## config.mk

```make
export PLATFORM = sky130hd
export DESIGN_NAME = i2cm_top
export DESIGN_NICKNAME = d
export VERILOG_FILES = /design/src/hdl/i2cm_pkg.sv /design/src/hdl/i2cm_fifo.sv /design/src/hdl/i2cm_skid.sv /design/src/hdl/i2cm_top.sv
export SDC_FILE = /design/constraint.sdc
export NUM_CORES = 1
export LEC_CHECK = 0
export ABC_AREA = 1
export BUFFER_PORTS_ARGS = -buffer_cell sky130_fd_sc_hd__clkbuf_2
export CORE_AREA = 2 2 159 161
export CTS_CLUSTER_DIAMETER = 60
export DETAILED_ROUTE_END_ITERATION = 8
export DIE_AREA = 0 0 161 163
export HOLD_SLACK_MARGIN = 0.08
export PLACE_DENSITY = 0.63
export SYNTH_ARGS = -nofsm -noshare
export SYNTH_HDL_FRONTEND = slang
export SYNTH_HIERARCHICAL = 1
export SYNTH_SLANG_ARGS = --single-unit
export TNS_END_PERCENT = 30
```

## constraint.sdc

```tcl
create_clock -name i_clock -period 5.09 [get_ports i_clock]
set_input_delay 0.2545 -clock i_clock [delete_from_list [all_inputs] [get_ports i_clock]]
set_output_delay 0.2545 -clock i_clock [all_outputs]
set_load 0.01 [all_outputs]
```

## src/hdl/i2cm_pkg.sv

```systemverilog
// constants, types and register map of the i2c master with fifos
//------------------------------------------------------------------------------
//------------------------------------------------------------------------------
package i2cm_pkg;

  localparam logic [7:0] ADDR_MODE    = 8'he8;
  localparam logic [7:0] ADDR_TARGET  = 8'he9;
  localparam logic [7:0] ADDR_STATUS  = 8'hea;
  localparam logic [7:0] ADDR_TXBUF   = 8'h9a;
  localparam logic [7:0] ADDR_RXBUF   = 8'h9b;

  localparam logic [7:0] MODE_RESET   = 8'h00;
  localparam logic [7:0] TARGET_RESET = 8'h00;
  localparam logic [7:0] READ_ZERO    = 8'h00;

  localparam int MODE_EN_BIT  = 7;
  localparam int MODE_DIV_HI  = 6;
  localparam int MODE_DIV_LO  = 5;
  localparam int MODE_CNT_HI  = 4;
  localparam int MODE_CNT_LO  = 0;
  localparam int TGT_RW_BIT   = 0;

  localparam int ST_NOACK = 6;
  localparam int ST_RXP   = 5;
  localparam int ST_TXE   = 4;
  localparam int ST_ACC   = 1;
  localparam int ST_WERR  = 0;

  localparam logic [1:0] LVL_EMPTY = 2'h0;
  localparam logic [1:0] LVL_HALF  = 2'h2;
  localparam logic [1:0] LVL_FULL  = 2'h3;

  localparam int DATA_W         = 8;
  localparam int FIFO_DEPTH     = 4;
  localparam int SCL_BASE_DIV   = 16;
  localparam int PHASES_PER_BIT = 4;

  localparam logic [3:0] ACK_BIT   = 4'h8;
  localparam logic [1:0] PH_SETUP  = 2'h0;
  localparam logic [1:0] PH_RISE   = 2'h1;
  localparam logic [1:0] PH_SAMPLE = 2'h2;
  localparam logic [1:0] PH_FALL   = 2'h3;

  typedef enum logic [5:0] {
    ENG_IDLE  = 6'h01,
    ENG_START = 6'h02,
    ENG_ADDR  = 6'h04,
    ENG_WDATA = 6'h08,
    ENG_RDATA = 6'h10,
    ENG_STOP  = 6'h20
  } i2cm_eng_type;

  typedef struct packed {
    logic [7:0] addr;
    logic       wr;
    logic       rd;
    logic [7:0] wdata;
  } i2cm_sfr_req_type;

endpackage : i2cm_pkg

```

## src/hdl/i2cm_fifo.sv

```systemverilog
// small synchronous fifo with flush, used for transmit and receive bytes
`timescale 1ns/1ns
module i2cm_fifo #(
  parameter int W     = 8,
  parameter int DEPTH = 4,
  parameter int CW    = $clog2(DEPTH + 1)
) (
  input  wire logic          i_clock,
  input  wire logic          i_rst,
  input  wire logic          i_flush,
  input  wire logic          i_push_valid,
  output logic               o_push_ready,
  input  wire logic [W-1:0]  i_push_data,
  output logic               o_pop_valid,
  input  wire logic          i_pop_ready,
  output logic [W-1:0]       o_pop_data,
  output logic [CW-1:0]      o_count
);
  localparam int PW = $clog2(DEPTH);

  typedef struct packed {
    logic [DEPTH-1:0][W-1:0] mem;
    logic [PW-1:0]           wp;
    logic [PW-1:0]           rp;
    logic [CW-1:0]           cnt;
  } i2cm_fifo_state_type;

  i2cm_fifo_state_type q;
  i2cm_fifo_state_type d;
  logic                push;
  logic                pop;

  assign o_push_ready = (q.cnt != CW'(DEPTH));
  assign o_pop_valid  = (q.cnt != '0);
  assign o_pop_data   = q.mem[q.rp];
  assign o_count      = q.cnt;
  assign push         = i_push_valid & o_push_ready;
  assign pop          = i_pop_ready & o_pop_valid;

  always_comb begin
    d = q;
    if (push) begin
      d.mem[q.wp] = i_push_data;
      d.wp        = q.wp + PW'(1);
    end
    if (pop) begin
      d.rp = q.rp + PW'(1);
    end
    d.cnt = q.cnt + CW'(push) - CW'(pop);
    // flush drops everything, including a push in the same cycle
    if (i_flush) begin
      d.wp  = '0;
      d.rp  = '0;
      d.cnt = '0;
    end
  end

  always_ff @(posedge i_clock or posedge i_rst) begin
    if (i_rst) begin
      q <= '0;
    end else begin
      q <= d;
    end
  end
endmodule : i2cm_fifo

```

## src/hdl/i2cm_skid.sv

```systemverilog
// two-entry buffer between receive shifter and receive fifo
`timescale 1ns/1ns
module i2cm_skid #(
  parameter int W = 8
) (
  input  wire logic          i_clock,
  input  wire logic          i_rst,
  input  wire logic          i_valid,
  output logic               o_ready,
  input  wire logic [W-1:0]  i_data,
  output logic               o_valid,
  input  wire logic          i_ready,
  output logic [W-1:0]       o_data
);
  typedef struct packed {
    logic [W-1:0] e0;
    logic [W-1:0] e1;
    logic [1:0]   cnt;
  } i2cm_skid_state_type;

  i2cm_skid_state_type q;
  i2cm_skid_state_type d;

  assign o_ready = (q.cnt != 2'h2);
  assign o_valid = (q.cnt != 2'h0);
  assign o_data  = q.e0;

  always_comb begin
    d = q;
    if (o_valid & i_ready) begin
      d.e0  = q.e1;
      d.cnt = q.cnt - 2'h1;
    end
    if (i_valid & o_ready) begin
      if (d.cnt == 2'h0) begin
        d.e0 = i_data;
      end else begin
        d.e1 = i_data;
      end
      d.cnt = d.cnt + 2'h1;
    end
  end

  always_ff @(posedge i_clock or posedge i_rst) begin
    if (i_rst) begin
      q <= '0;
    end else begin
      q <= d;
    end
  end
endmodule : i2cm_skid

```

## src/hdl/i2cm_top.sv

```systemverilog
// i2c master with transmit and receive fifos behind the sfr port
`timescale 1ns/1ns
module i2cm_top (
  input  wire logic                       i_clock,
  input  wire logic                       i_rst,
  input  wire i2cm_pkg::i2cm_sfr_req_type i_sfr,
  output logic [7:0]                      o_sfr_rdata,
  input  wire logic                       i_rx_irq_on_full,
  input  wire logic                       i_scl_in,
  input  wire logic                       i_sda_in,
  output logic                            o_scl_out,
  output logic                            o_scl_oe,
  output logic                            o_sda_out,
  output logic                            o_sda_oe,
  output logic                            o_irq_req,
  output logic                            o_busy
);
  import i2cm_pkg::*;

  localparam int CW = $clog2(FIFO_DEPTH + 1);

  typedef struct packed {
    logic [7:0]   mode;
    logic [7:0]   target;
    logic [7:0]   xfer_tgt; // address byte of the transfer on the wire
    logic         busy;
    logic         noack;
    logic         rxp;
    logic         txe;
    logic         acc_err;
    logic         wr_err;
    logic         tx_empty_prev;
    logic         restart_pend;
    i2cm_eng_type eng;
    logic [3:0]   bitn;
    logic [1:0]   ph;
    logic [7:0]   shift;
    logic [4:0]   rxn;
    logic         ack_seen;
    logic [6:0]   div;
    logic         tick;
    logic         scl_m;
    logic         scl_s;
    logic         sda_m;
    logic         sda_s;
    logic         scl_oe;
    logic         sda_oe;
    logic         pin_low;
    logic [7:0]   rdata;
    logic         irq;
  } i2cm_top_state_type;

  localparam i2cm_top_state_type TOP_RESET = '{
    mode:          MODE_RESET,
    target:        TARGET_RESET,
    eng:           ENG_IDLE,
    tx_empty_prev: 1'b1,
    scl_m:         1'b1,
    scl_s:         1'b1,
    sda_m:         1'b1,
    sda_s:         1'b1,
    default:       '0
  };

  i2cm_top_state_type q;
  i2cm_top_state_type d;

  logic [6:0]    reload;
  logic [4:0]    rct;
  logic          stall_scl;
  logic          push_slot;
  logic          adv;
  logic          rx_push;
  logic          byte_end;
  logic          tx_flush;
  logic          tx_pop;
  logic          tx_wr;
  logic          tgt_wr;
  logic          sts_wr;
  logic          is_i2c_addr;
  logic          skid_in_rdy;
  logic          skid_out_vld;
  logic [7:0]    skid_out_data;
  logic          rxf_in_rdy;
  logic          rxf_vld;
  logic [7:0]    rxf_data;
  logic [CW-1:0] rxf_cnt;
  logic          rx_pop;
  logic          txf_in_rdy;
  logic          txf_vld;
  logic [7:0]    txf_data;
  logic [CW-1:0] txf_cnt;

  //----------------------------------------------------------------------------
  // fifos and receive buffer
  //----------------------------------------------------------------------------
  i2cm_fifo #(.W(DATA_W), .DEPTH(FIFO_DEPTH)) u_tx_fifo (
    .i_clock      (i_clock),
    .i_rst        (i_rst),
    .i_flush      (tx_flush),
    .i_push_valid (tx_wr),
    .o_push_ready (txf_in_rdy),
    .i_push_data  (i_sfr.wdata),
    .o_pop_valid  (txf_vld),
    .i_pop_ready  (tx_pop),
    .o_pop_data   (txf_data),
    .o_count      (txf_cnt)
  );

  i2cm_skid #(.W(DATA_W)) u_rx_skid (
    .i_clock (i_clock),
    .i_rst   (i_rst),
    .i_valid (rx_push),
    .o_ready (skid_in_rdy),
    .i_data  (q.shift),
    .o_valid (skid_out_vld),
    .i_ready (rxf_in_rdy),
    .o_data  (skid_out_data)
  );

  i2cm_fifo #(.W(DATA_W), .DEPTH(FIFO_DEPTH)) u_rx_fifo (
    .i_clock      (i_clock),
    .i_rst        (i_rst),
    .i_flush      (1'b0),
    .i_push_valid (skid_out_vld),
    .o_push_ready (rxf_in_rdy),
    .i_push_data  (skid_out_data),
    .o_pop_valid  (rxf_vld),
    .i_pop_ready  (rx_pop),
    .o_pop_data   (rxf_data),
    .o_count      (rxf_cnt)
  );

  //----------------------------------------------------------------------------
  // decode and engine strobes
  //----------------------------------------------------------------------------
  // quarter-bit period, four phases per scl period
  assign reload = 7'((SCL_BASE_DIV / PHASES_PER_BIT) << q.mode[MODE_DIV_HI:MODE_DIV_LO])
                  - 7'h01;
  assign rct         = q.mode[MODE_CNT_HI:MODE_CNT_LO];
  assign is_i2c_addr = (i_sfr.addr == ADDR_MODE) | (i_sfr.addr == ADDR_TARGET)
                     | (i_sfr.addr == ADDR_STATUS) | (i_sfr.addr == ADDR_TXBUF)
                     | (i_sfr.addr == ADDR_RXBUF);
  assign tx_wr  = i_sfr.wr & (i_sfr.addr == ADDR_TXBUF);
  assign tgt_wr = i_sfr.wr & (i_sfr.addr == ADDR_TARGET);
  assign sts_wr = i_sfr.wr & (i_sfr.addr == ADDR_STATUS);
  assign rx_pop = i_sfr.rd & (i_sfr.addr == ADDR_RXBUF) & rxf_vld;

  // wait for scl to be seen high, so a slave may stretch the clock
  assign stall_scl = (q.ph == PH_SAMPLE) & !q.scl_s;
  // a received byte waits with scl low until the buffer has room
  assign push_slot = (q.eng == ENG_RDATA) & (q.bitn == ACK_BIT) & (q.ph == PH_SETUP);
  assign adv       = q.tick & (q.eng != ENG_IDLE) & !stall_scl & !(push_slot & !skid_in_rdy);
  assign rx_push   = adv & push_slot;
  assign byte_end  = adv & (q.bitn == ACK_BIT) & (q.ph == PH_FALL)
                   & ((q.eng == ENG_ADDR) | (q.eng == ENG_WDATA));
  assign tx_flush  = byte_end & !q.ack_seen;
  assign tx_pop    = byte_end & q.ack_seen
                   & !((q.eng == ENG_ADDR) & q.xfer_tgt[TGT_RW_BIT]);

  //----------------------------------------------------------------------------
  // next state
  //----------------------------------------------------------------------------
  always_comb begin
    logic reading;
    logic set_noack;
    logic rx_evt;
    logic [1:0] lvl;
    logic [CW-1:0] act_cnt;
    reading   = (q.eng == ENG_RDATA);
    set_noack = 1'b0;
    rx_evt    = 1'b0;
    lvl       = LVL_EMPTY;
    act_cnt   = '0;
    d         = q;
    d.tick    = 1'b0;
    d.scl_m   = i_scl_in;
    d.scl_s   = q.scl_m;
    d.sda_m   = i_sda_in;
    d.sda_s   = q.sda_m;
    if (q.div == 7'h00) begin
      d.div  = reload;
      d.tick = 1'b1;
    end else begin
      d.div = q.div - 7'h01;
    end
    if (i_sfr.wr & (i_sfr.addr == ADDR_MODE)) begin
      d.mode = i_sfr.wdata;
    end
    if (tgt_wr) begin
      d.target = i_sfr.wdata;
    end

    if (adv) begin
      d.ph = q.ph + 2'h1;
      case (q.eng)
        ENG_START: begin
          case (q.ph)
            PH_SETUP:  d.sda_oe = 1'b0;
            PH_RISE:   d.scl_oe = 1'b0;
            PH_SAMPLE: d.sda_oe = 1'b1;
            default: begin
              d.scl_oe = 1'b1;
              d.shift  = q.xfer_tgt;
              d.bitn   = '0;
              d.rxn    = '0;
              d.eng    = ENG_ADDR;
            end
          endcase
        end
        ENG_ADDR, ENG_WDATA, ENG_RDATA: begin
          case (q.ph)
            PH_SETUP: begin
              if (q.bitn == ACK_BIT) begin
                // master ack, released on the last byte
                d.sda_oe = reading & (q.rxn != rct);
              end else begin
                d.sda_oe = !reading & !q.shift[7];
              end
            end
            PH_RISE: d.scl_oe = 1'b0;
            PH_SAMPLE: begin
              if (q.bitn == ACK_BIT) begin
                d.ack_seen = !q.sda_s;
              end else begin
                d.shift = {q.shift[6:0], reading & q.sda_s};
              end
            end
            default: begin
              d.scl_oe = 1'b1;
              if (q.bitn != ACK_BIT) begin
                d.bitn = q.bitn + 4'h1;
              end else begin
                d.bitn = '0;
                if (!reading & !q.ack_seen) begin
                  set_noack = 1'b1;
                  d.eng     = ENG_STOP;
                end else if ((q.eng == ENG_ADDR) & q.xfer_tgt[TGT_RW_BIT]) begin
                  d.eng = ENG_RDATA;
                end else if (reading & (q.rxn != rct)) begin
                  d.rxn = q.rxn + 5'h01;
                end else if (!reading & txf_vld) begin
                  d.shift = txf_data;
                  d.eng   = ENG_WDATA;
                end else begin
                  // end of read count or transmit underrun
                  d.eng          = q.restart_pend ? ENG_START : ENG_STOP;
                  d.restart_pend = 1'b0;
                  d.xfer_tgt     = q.target;
                end
              end
            end
          endcase
        end
        ENG_STOP: begin
          case (q.ph)
            PH_SETUP:  d.sda_oe = 1'b1;
            PH_RISE:   d.scl_oe = 1'b0;
            PH_SAMPLE: d.sda_oe = 1'b0;
            default: begin
              if (q.restart_pend) begin
                d.eng          = ENG_START;
                d.restart_pend = 1'b0;
                d.xfer_tgt     = q.target;
              end else begin
                d.eng  = ENG_IDLE;
                d.busy = 1'b0;
              end
            end
          endcase
        end
        default: d.eng = ENG_IDLE;
      endcase
    end

    // launch after the engine so a write in its last cycle is kept
    if (tgt_wr & q.mode[MODE_EN_BIT]) begin
      if (d.eng == ENG_IDLE) begin
        d.eng      = ENG_START;
        d.xfer_tgt = i_sfr.wdata;
        d.ph       = PH_SETUP;
        d.busy = 1'b1;
      end else begin
        d.restart_pend = 1'b1;
      end
    end

    //--------------------------------------------------------------------------
    // status flags: write 0 clears, write 1 keeps, set beats clear
    //--------------------------------------------------------------------------
    rx_evt = skid_out_vld & rxf_in_rdy
           & (!i_rx_irq_on_full | (rxf_cnt == CW'(FIFO_DEPTH - 1)));
    d.tx_empty_prev = (txf_cnt == '0);
    d.noack   = (q.noack & !(sts_wr & !i_sfr.wdata[ST_NOACK])) | set_noack;
    d.rxp     = (q.rxp & !(sts_wr & !i_sfr.wdata[ST_RXP])) | rx_evt;
    d.txe     = (q.txe & !(sts_wr & !i_sfr.wdata[ST_TXE]))
              | ((txf_cnt == '0) & !q.tx_empty_prev);
    d.acc_err = (q.acc_err & !(sts_wr & !i_sfr.wdata[ST_ACC]))
              | (i_sfr.wr & i_sfr.rd & is_i2c_addr);
    d.wr_err  = (q.wr_err & !(sts_wr & !i_sfr.wdata[ST_WERR]))
              | (tx_wr & !txf_in_rdy);
    d.irq     = d.noack | d.rxp | d.txe;

    act_cnt = q.target[TGT_RW_BIT] ? rxf_cnt : txf_cnt;
    lvl     = (act_cnt == '0) ? LVL_EMPTY
            : ((act_cnt == CW'(FIFO_DEPTH)) ? LVL_FULL : LVL_HALF);

    //--------------------------------------------------------------------------
    // read data, registered one cycle after the strobe
    //--------------------------------------------------------------------------
    if (i_sfr.rd) begin
      case (i_sfr.addr)
        ADDR_MODE:   d.rdata = q.mode;
        ADDR_TARGET: d.rdata = q.target;
        ADDR_STATUS: d.rdata = {q.busy, q.noack, q.rxp, q.txe, lvl, q.acc_err, q.wr_err};
        ADDR_RXBUF:  d.rdata = rxf_vld ? rxf_data : READ_ZERO;
        default:     d.rdata = READ_ZERO;
      endcase
    end
  end

  always_ff @(posedge i_clock or posedge i_rst) begin
    if (i_rst) begin
      q <= TOP_RESET;
    end else begin
      q <= d;
    end
  end

  assign o_sfr_rdata = q.rdata;
  assign o_scl_out   = q.pin_low;
  assign o_sda_out   = q.pin_low;
  assign o_scl_oe    = q.scl_oe;
  assign o_sda_oe    = q.sda_oe;
  assign o_irq_req   = q.irq;
  assign o_busy      = q.busy;
endmodule : i2cm_top

```

[After elaboration in Yosys (flattened, before gate mapping)]
Index checks and enable logic that the tools add are counted.
Storage, ports and cells
  register bits: 177
  word-level logic and storage cells: 302
Cells by class
  equality and inequality tests: 40
  $add $sub $neg: 15
  reductions and logical operators: 47
  bitwise gates (word level): 61
  shifts and indexed selects: 1
  order comparisons: 6
  muxes and demuxes: 88
Operators by type and width (count)
  $mux 8: 18
  $bwmux 32: 2
  $mux 13: 4
  $and 1x1->1: 47
  $mux 7: 6
  $eq 8x8->1 const B: 5
  $mux 9: 4
  $bmux 8 s2: 2
  $demux 8 s2: 2
  $pmux 8 s2: 2
  $pmux 8 s4: 1
  $mux 6: 5
  $ne 3x3->1 const B: 10
  $mux 27: 1
  $pmux 13 s2: 1
  $logic_not 1->1: 22
  $mux 1: 19
  $mux 18: 1
  $ne 2x2->1 const B: 9
  $pmux 6 s3: 1
  $mux 2: 7
  $sub 7x1->7 const B: 2
  $or 1x1->1: 13
  $add 2x1->2 const B: 6
  other kinds (46): 68

[Depth between registers and ports, before layout]
  depth after elaboration: 14
  depth in mapped cells: 22
  depth with buffers taken out: 20

[Modules after synthesis]
Netlist, hierarchy kept.
Modules (own cells, without submodules)
  i2cm_top: instances 1, area each 4750.8 um2, cells each 626, sequential area each 2034.5 um2
  i2cm_fifo at u_rx_fifo: instances 1, area each 2092.0 um2, cells each 248, sequential area each 975.9 um2
  i2cm_fifo at u_tx_fifo: instances 1, area each 2073.2 um2, cells each 248, sequential area each 975.9 um2
  i2cm_skid: instances 1, area each 1031.0 um2, cells each 139, sequential area each 450.4 um2

[Worst setup path after synthesis]
OpenSTA, ideal clock, no wires.
  path kind: register to register
  from: register q[38] (netlist name)
  to: register u_tx_fifo.q, in the netlist u_tx_fifo/o_count[2]
  stages on the path, launching flop included: 23
  library setup time: 0.119 ns
  data arrival time: 2.962 ns
  path buffers: 3
  period minus slack after synthesis: 3.081 ns
  setup slack: 2.009 ns
  cells stage by stage: dfrtp_1 > inv_1 > ha_1 > buf_2 > inv_2 > o211ai_1 > clkinv_1 > nand2_4 > inv_2 > buf_6 > clkbuf_1 > nand4_1 > nor2_1 > nand2_1 > inv_1 > ha_1 > inv_1 > ha_1 > fa_1 > inv_1 > nand3_1 > nand2_1 > nor2_1
RTL lines
  end signal: assignment: line i2cm_fifo.sv:60  | q <= '0;
  end signal: assignment: line i2cm_fifo.sv:62  | q <= d;
  end: declaration: line i2cm_fifo.sv:28  | i2cm_fifo_state_type q;

==> impl_results.md <==
* Hold WS at 91.08 ps
* Chip Width at 161 um
* Share of post-route cells with drive strength above 1 at 10.39%
* Total GRT Usage at 20.20%
* Unrepaired setup endpoints after global routing: no
* DR top layer: met4
* Final setup viols at 0
* Fin crit period at 3505 ps
* # diodes at 0
* Outcome: complete, no violations
* FMAX at 0.2853 GHz
* Required time of the critical path at 5410 ps
* Setup Buffers After CTS at 0
* Syn-to-layout area delta at 7.736%
* Count leader, synth: nand2_1
* Dominant synthesized flop cell: dfrtp_1
* Post-synth top area share at 43.02%
* Final setup TNS at 0 ps
* CP Cell Sequence: inv_1 -> ha_1 -> inv_2 -> o211ai_1 -> clkinv_1 -> nand2_4 -> inv_2 -> nand4_1 -> nor2_1 -> nand2_1 -> inv_1 -> ha_1 -> inv_1 -> ha_1 -> fa_1 -> inv_1 -> nor2_1
* Top delay family on crit path: adder cells
* Vias in the first global route at 7802
* Syn Area/Cell at 7.888 um^2
* Routed length on met1 at 11830 um
* Yosys cell types at 53
* CP max stage delay at 430 ps
* # fillers at 2554
* Port-buffer cells at 34
* Stages on the worst setup path at 17
* Multi-input logic area at 4457 um^2
* TritonCTS clock tree: yes
* Final ANT Viol Nets at 0
* Initial drt markers at 702
* XOR/XNOR share of the synthesized area at 0.9686%
* Synth Area in Simple Gates at 29.90%
* Pwr/cell area at 278.5 nW/um^2
* Number of synthesized register bits at 177
* Hold Crit Class: input port to flip-flop
* WL per Instance at 15.98 um
* Yosys top cell by area: dfrtp_1
* Post-synthesis compound-gate area fraction at 9.409%
* Worst slew pin tran at 1025 ps
* Relative slew slack at 31.65%
* Async SR Flop Fraction at 100.0%
* Clk_lat worst skew at 450 ps
* Setup slack, reg-to-reg at 1590 ps
* Final Slew Violations at 0
* Initial Utilization at 40.31%
* Routed WL at 25590 um
* TritonCTS Sinks at 177
* FF-to-FF End: u_tx_fifo/o_count[1]
* Startpoint Class: flip-flop
* IR drop worst, VDD at 0.0001925 V
* First-pass GRT wire length at 42060 um
* Post-synthesis adder-cell area fraction at 3.547%
* R2R Path Start: q[38]
* Final worst setup slack at 1585 ps
* CP Capture Type: flip-flop
* CP Capture Point: u_tx_fifo/o_count[1]
* Die H at 163 um
* Final Hold Fails at 0
* Clk slew on worst S/H paths at 80 ps
* Worst reg-to-reg path cell count at 17
* Met3 wire len at 1049 um
* Mapped cell area at 9947 um^2
* WP data arrival at 3830 ps
* Final clock skew at 17.58 ps
* Core area at 24670 um^2
* I/O pin cnt at 37
* Initial antenna violation count at 0
* Final Cycle Share at 68.86%
* DIE AREA at 26240 um^2
* Synth Warn # at 6
* Combinational family with the most area after synthesis: simple AND/OR/NAND/NOR gates
* Worst Path Max Fanout at 23
* Sequential standard cell area at 4437 um^2
* Drt pass-1 iters at 5
* Met2 WL post-DR at 12340 um
* DRC viols at 0
* Row count at 58
* Slowest cell on crit path: dfrtp_1
* Total CTS buffers at 17
* Crit path from: q[38]
* Vias per cell at 5.191
* Layout net count at 1308
* Mux contribution to synthesized area at 0.7673%
* Root buf cell: clkbuf_16
* H-tree Lvls at 4
* Mapped Cells at 1261
* Pre-CTS WS at 1604 ps
* GP Congestion at 0.8962
* Total global routing overflow at 0
* CTS max path bufs at 2
* Synth top cells by count: nand2_1, dfrtp_1, inv_1
* CP most frequent cell: inv_1
* Final core occ at 43.43%
* Top cells by area, synth: dfrtp_1, nand2_1, nand4_1
* DP Wirelength at 17900 um
* Leak at 0.005500 uW
* Register area share after synthesis at 44.60%
* WS Path Type: flip-flop to flip-flop
* Post-synth EDFFs at 0
* Bufs and invs on worst path at 7
* Pin count of the biggest net entering global routing at 82
* Via Count at 8310
* Maxcap violations at 0
-- registers in the layout (all words and copies together) (netlist names), 2 cells and up --
register / flops
q: 67
u_tx_fifo/o_count: 3
u_rx_skid/q: 10
u_rx_fifo/q: 36
o_sfr_rdata: 8
u_rx_fifo/o_count: 3
u_tx_fifo/q: 36
d: 2
u_rx_skid/o_data: 8
-- what timing repair did --
| item | CTS | global route |
|---|---|---|
| endpoints found under the hold margin | 79 | 0 |
| resized for setup | 0 | 0 |
| hold buffers | 4 | 0 |
-- how the worst min path moves through the flow --
stage	from	end	slack, ps	cells past startpoint
global route	i_sfr[8]	o_sfr_rdata[6]	90	3
finish	i_sfr[8]	o_sfr_rdata[6]	90	3
global placement	i_scl_in	d[14]	340	1
detailed placement	i_scl_in	d[14]	340	1
CTS	i_sfr[8]	o_sfr_rdata[6]	80	3
floorplan	i_rst	u_rx_skid/o_data[0]	190	1
-- report_power, final --
| group | internal, uW | switching, uW | total (uW) | leakage [uW] |
|---|---|---|---|---|
| Clock | 668 | 666 | 1330 | 0.000294 |
| Combinational | 51.6 | 131 | 183 | 0.00288 |
| Sequential | 1440 | 26.4 | 1470 | 0.00233 |
| Total | 2160 | 824 | 2980 | 0.00550 |
-- logic make-up (layout without fill, tap and decap cells) --
logic type	count (synthesis)	after routing
xor+xnor	11	11
compound gates	166	166
buf+inv	212	218
other cells	1	5
fa+ha+maj	27	27
flops	177	177
mux	7	7
simple gates	660	660
-- tightest hold or removal path, stage by stage --
cell and delay (ps):
clkbuf_2 120, nand2_1 80, nand2_1 40
-- layer usage --
metal	up-vias	track usage [%]
met1	3975	28.57
met3	28	2.445
met2	189	32.81
met4	0	5.722
met5	-	0
li1	4118	-
-- layout make-up --
cell class / instances / area share, %
flip-flops and latches: 177 / 41.40
well taps: 330 / 3.853
inverters: 140 / 4.974
repair buffers: 46 / 2.522
clock buffers: 17 / 3.970
clock inverters: 15 / 1.693
multi-input cells: 876 / 41.59
-- stage by stage --
| step | instance area [um^2] | std cells | power (uW) |
|---|---|---|---|
| 3_5_place_dp | 10070 | 1565 | 1676 |
| 3_3_place_gp | 10070 | 1565 | 1673 |
| 5_1_grt | 10720 | 1601 | 3097 |
| 4_1_cts | 10720 | 1601 | 3013 |
| 2_1_floorplan | 9962 | 1265 | 1615 |
| 6_report | 10720 | 1601 | 2984 |
-- cell usage in the layout, fill, tap and decap left out, types with 11 or more instances in the layout --
master,n
a21oi_1,21
clkbuf_16,17
clkbuf_2,34
dfrtp_1,171
ha_1,25
inv_1,114
inv_2,19
nand2_1,382
nand3_1,58
nand4_1,88
nor2_1,98
o21ai_0,86
o21ai_1,11
o22ai_1,20
Note: power is estimated with default switching activity, not from simulation.
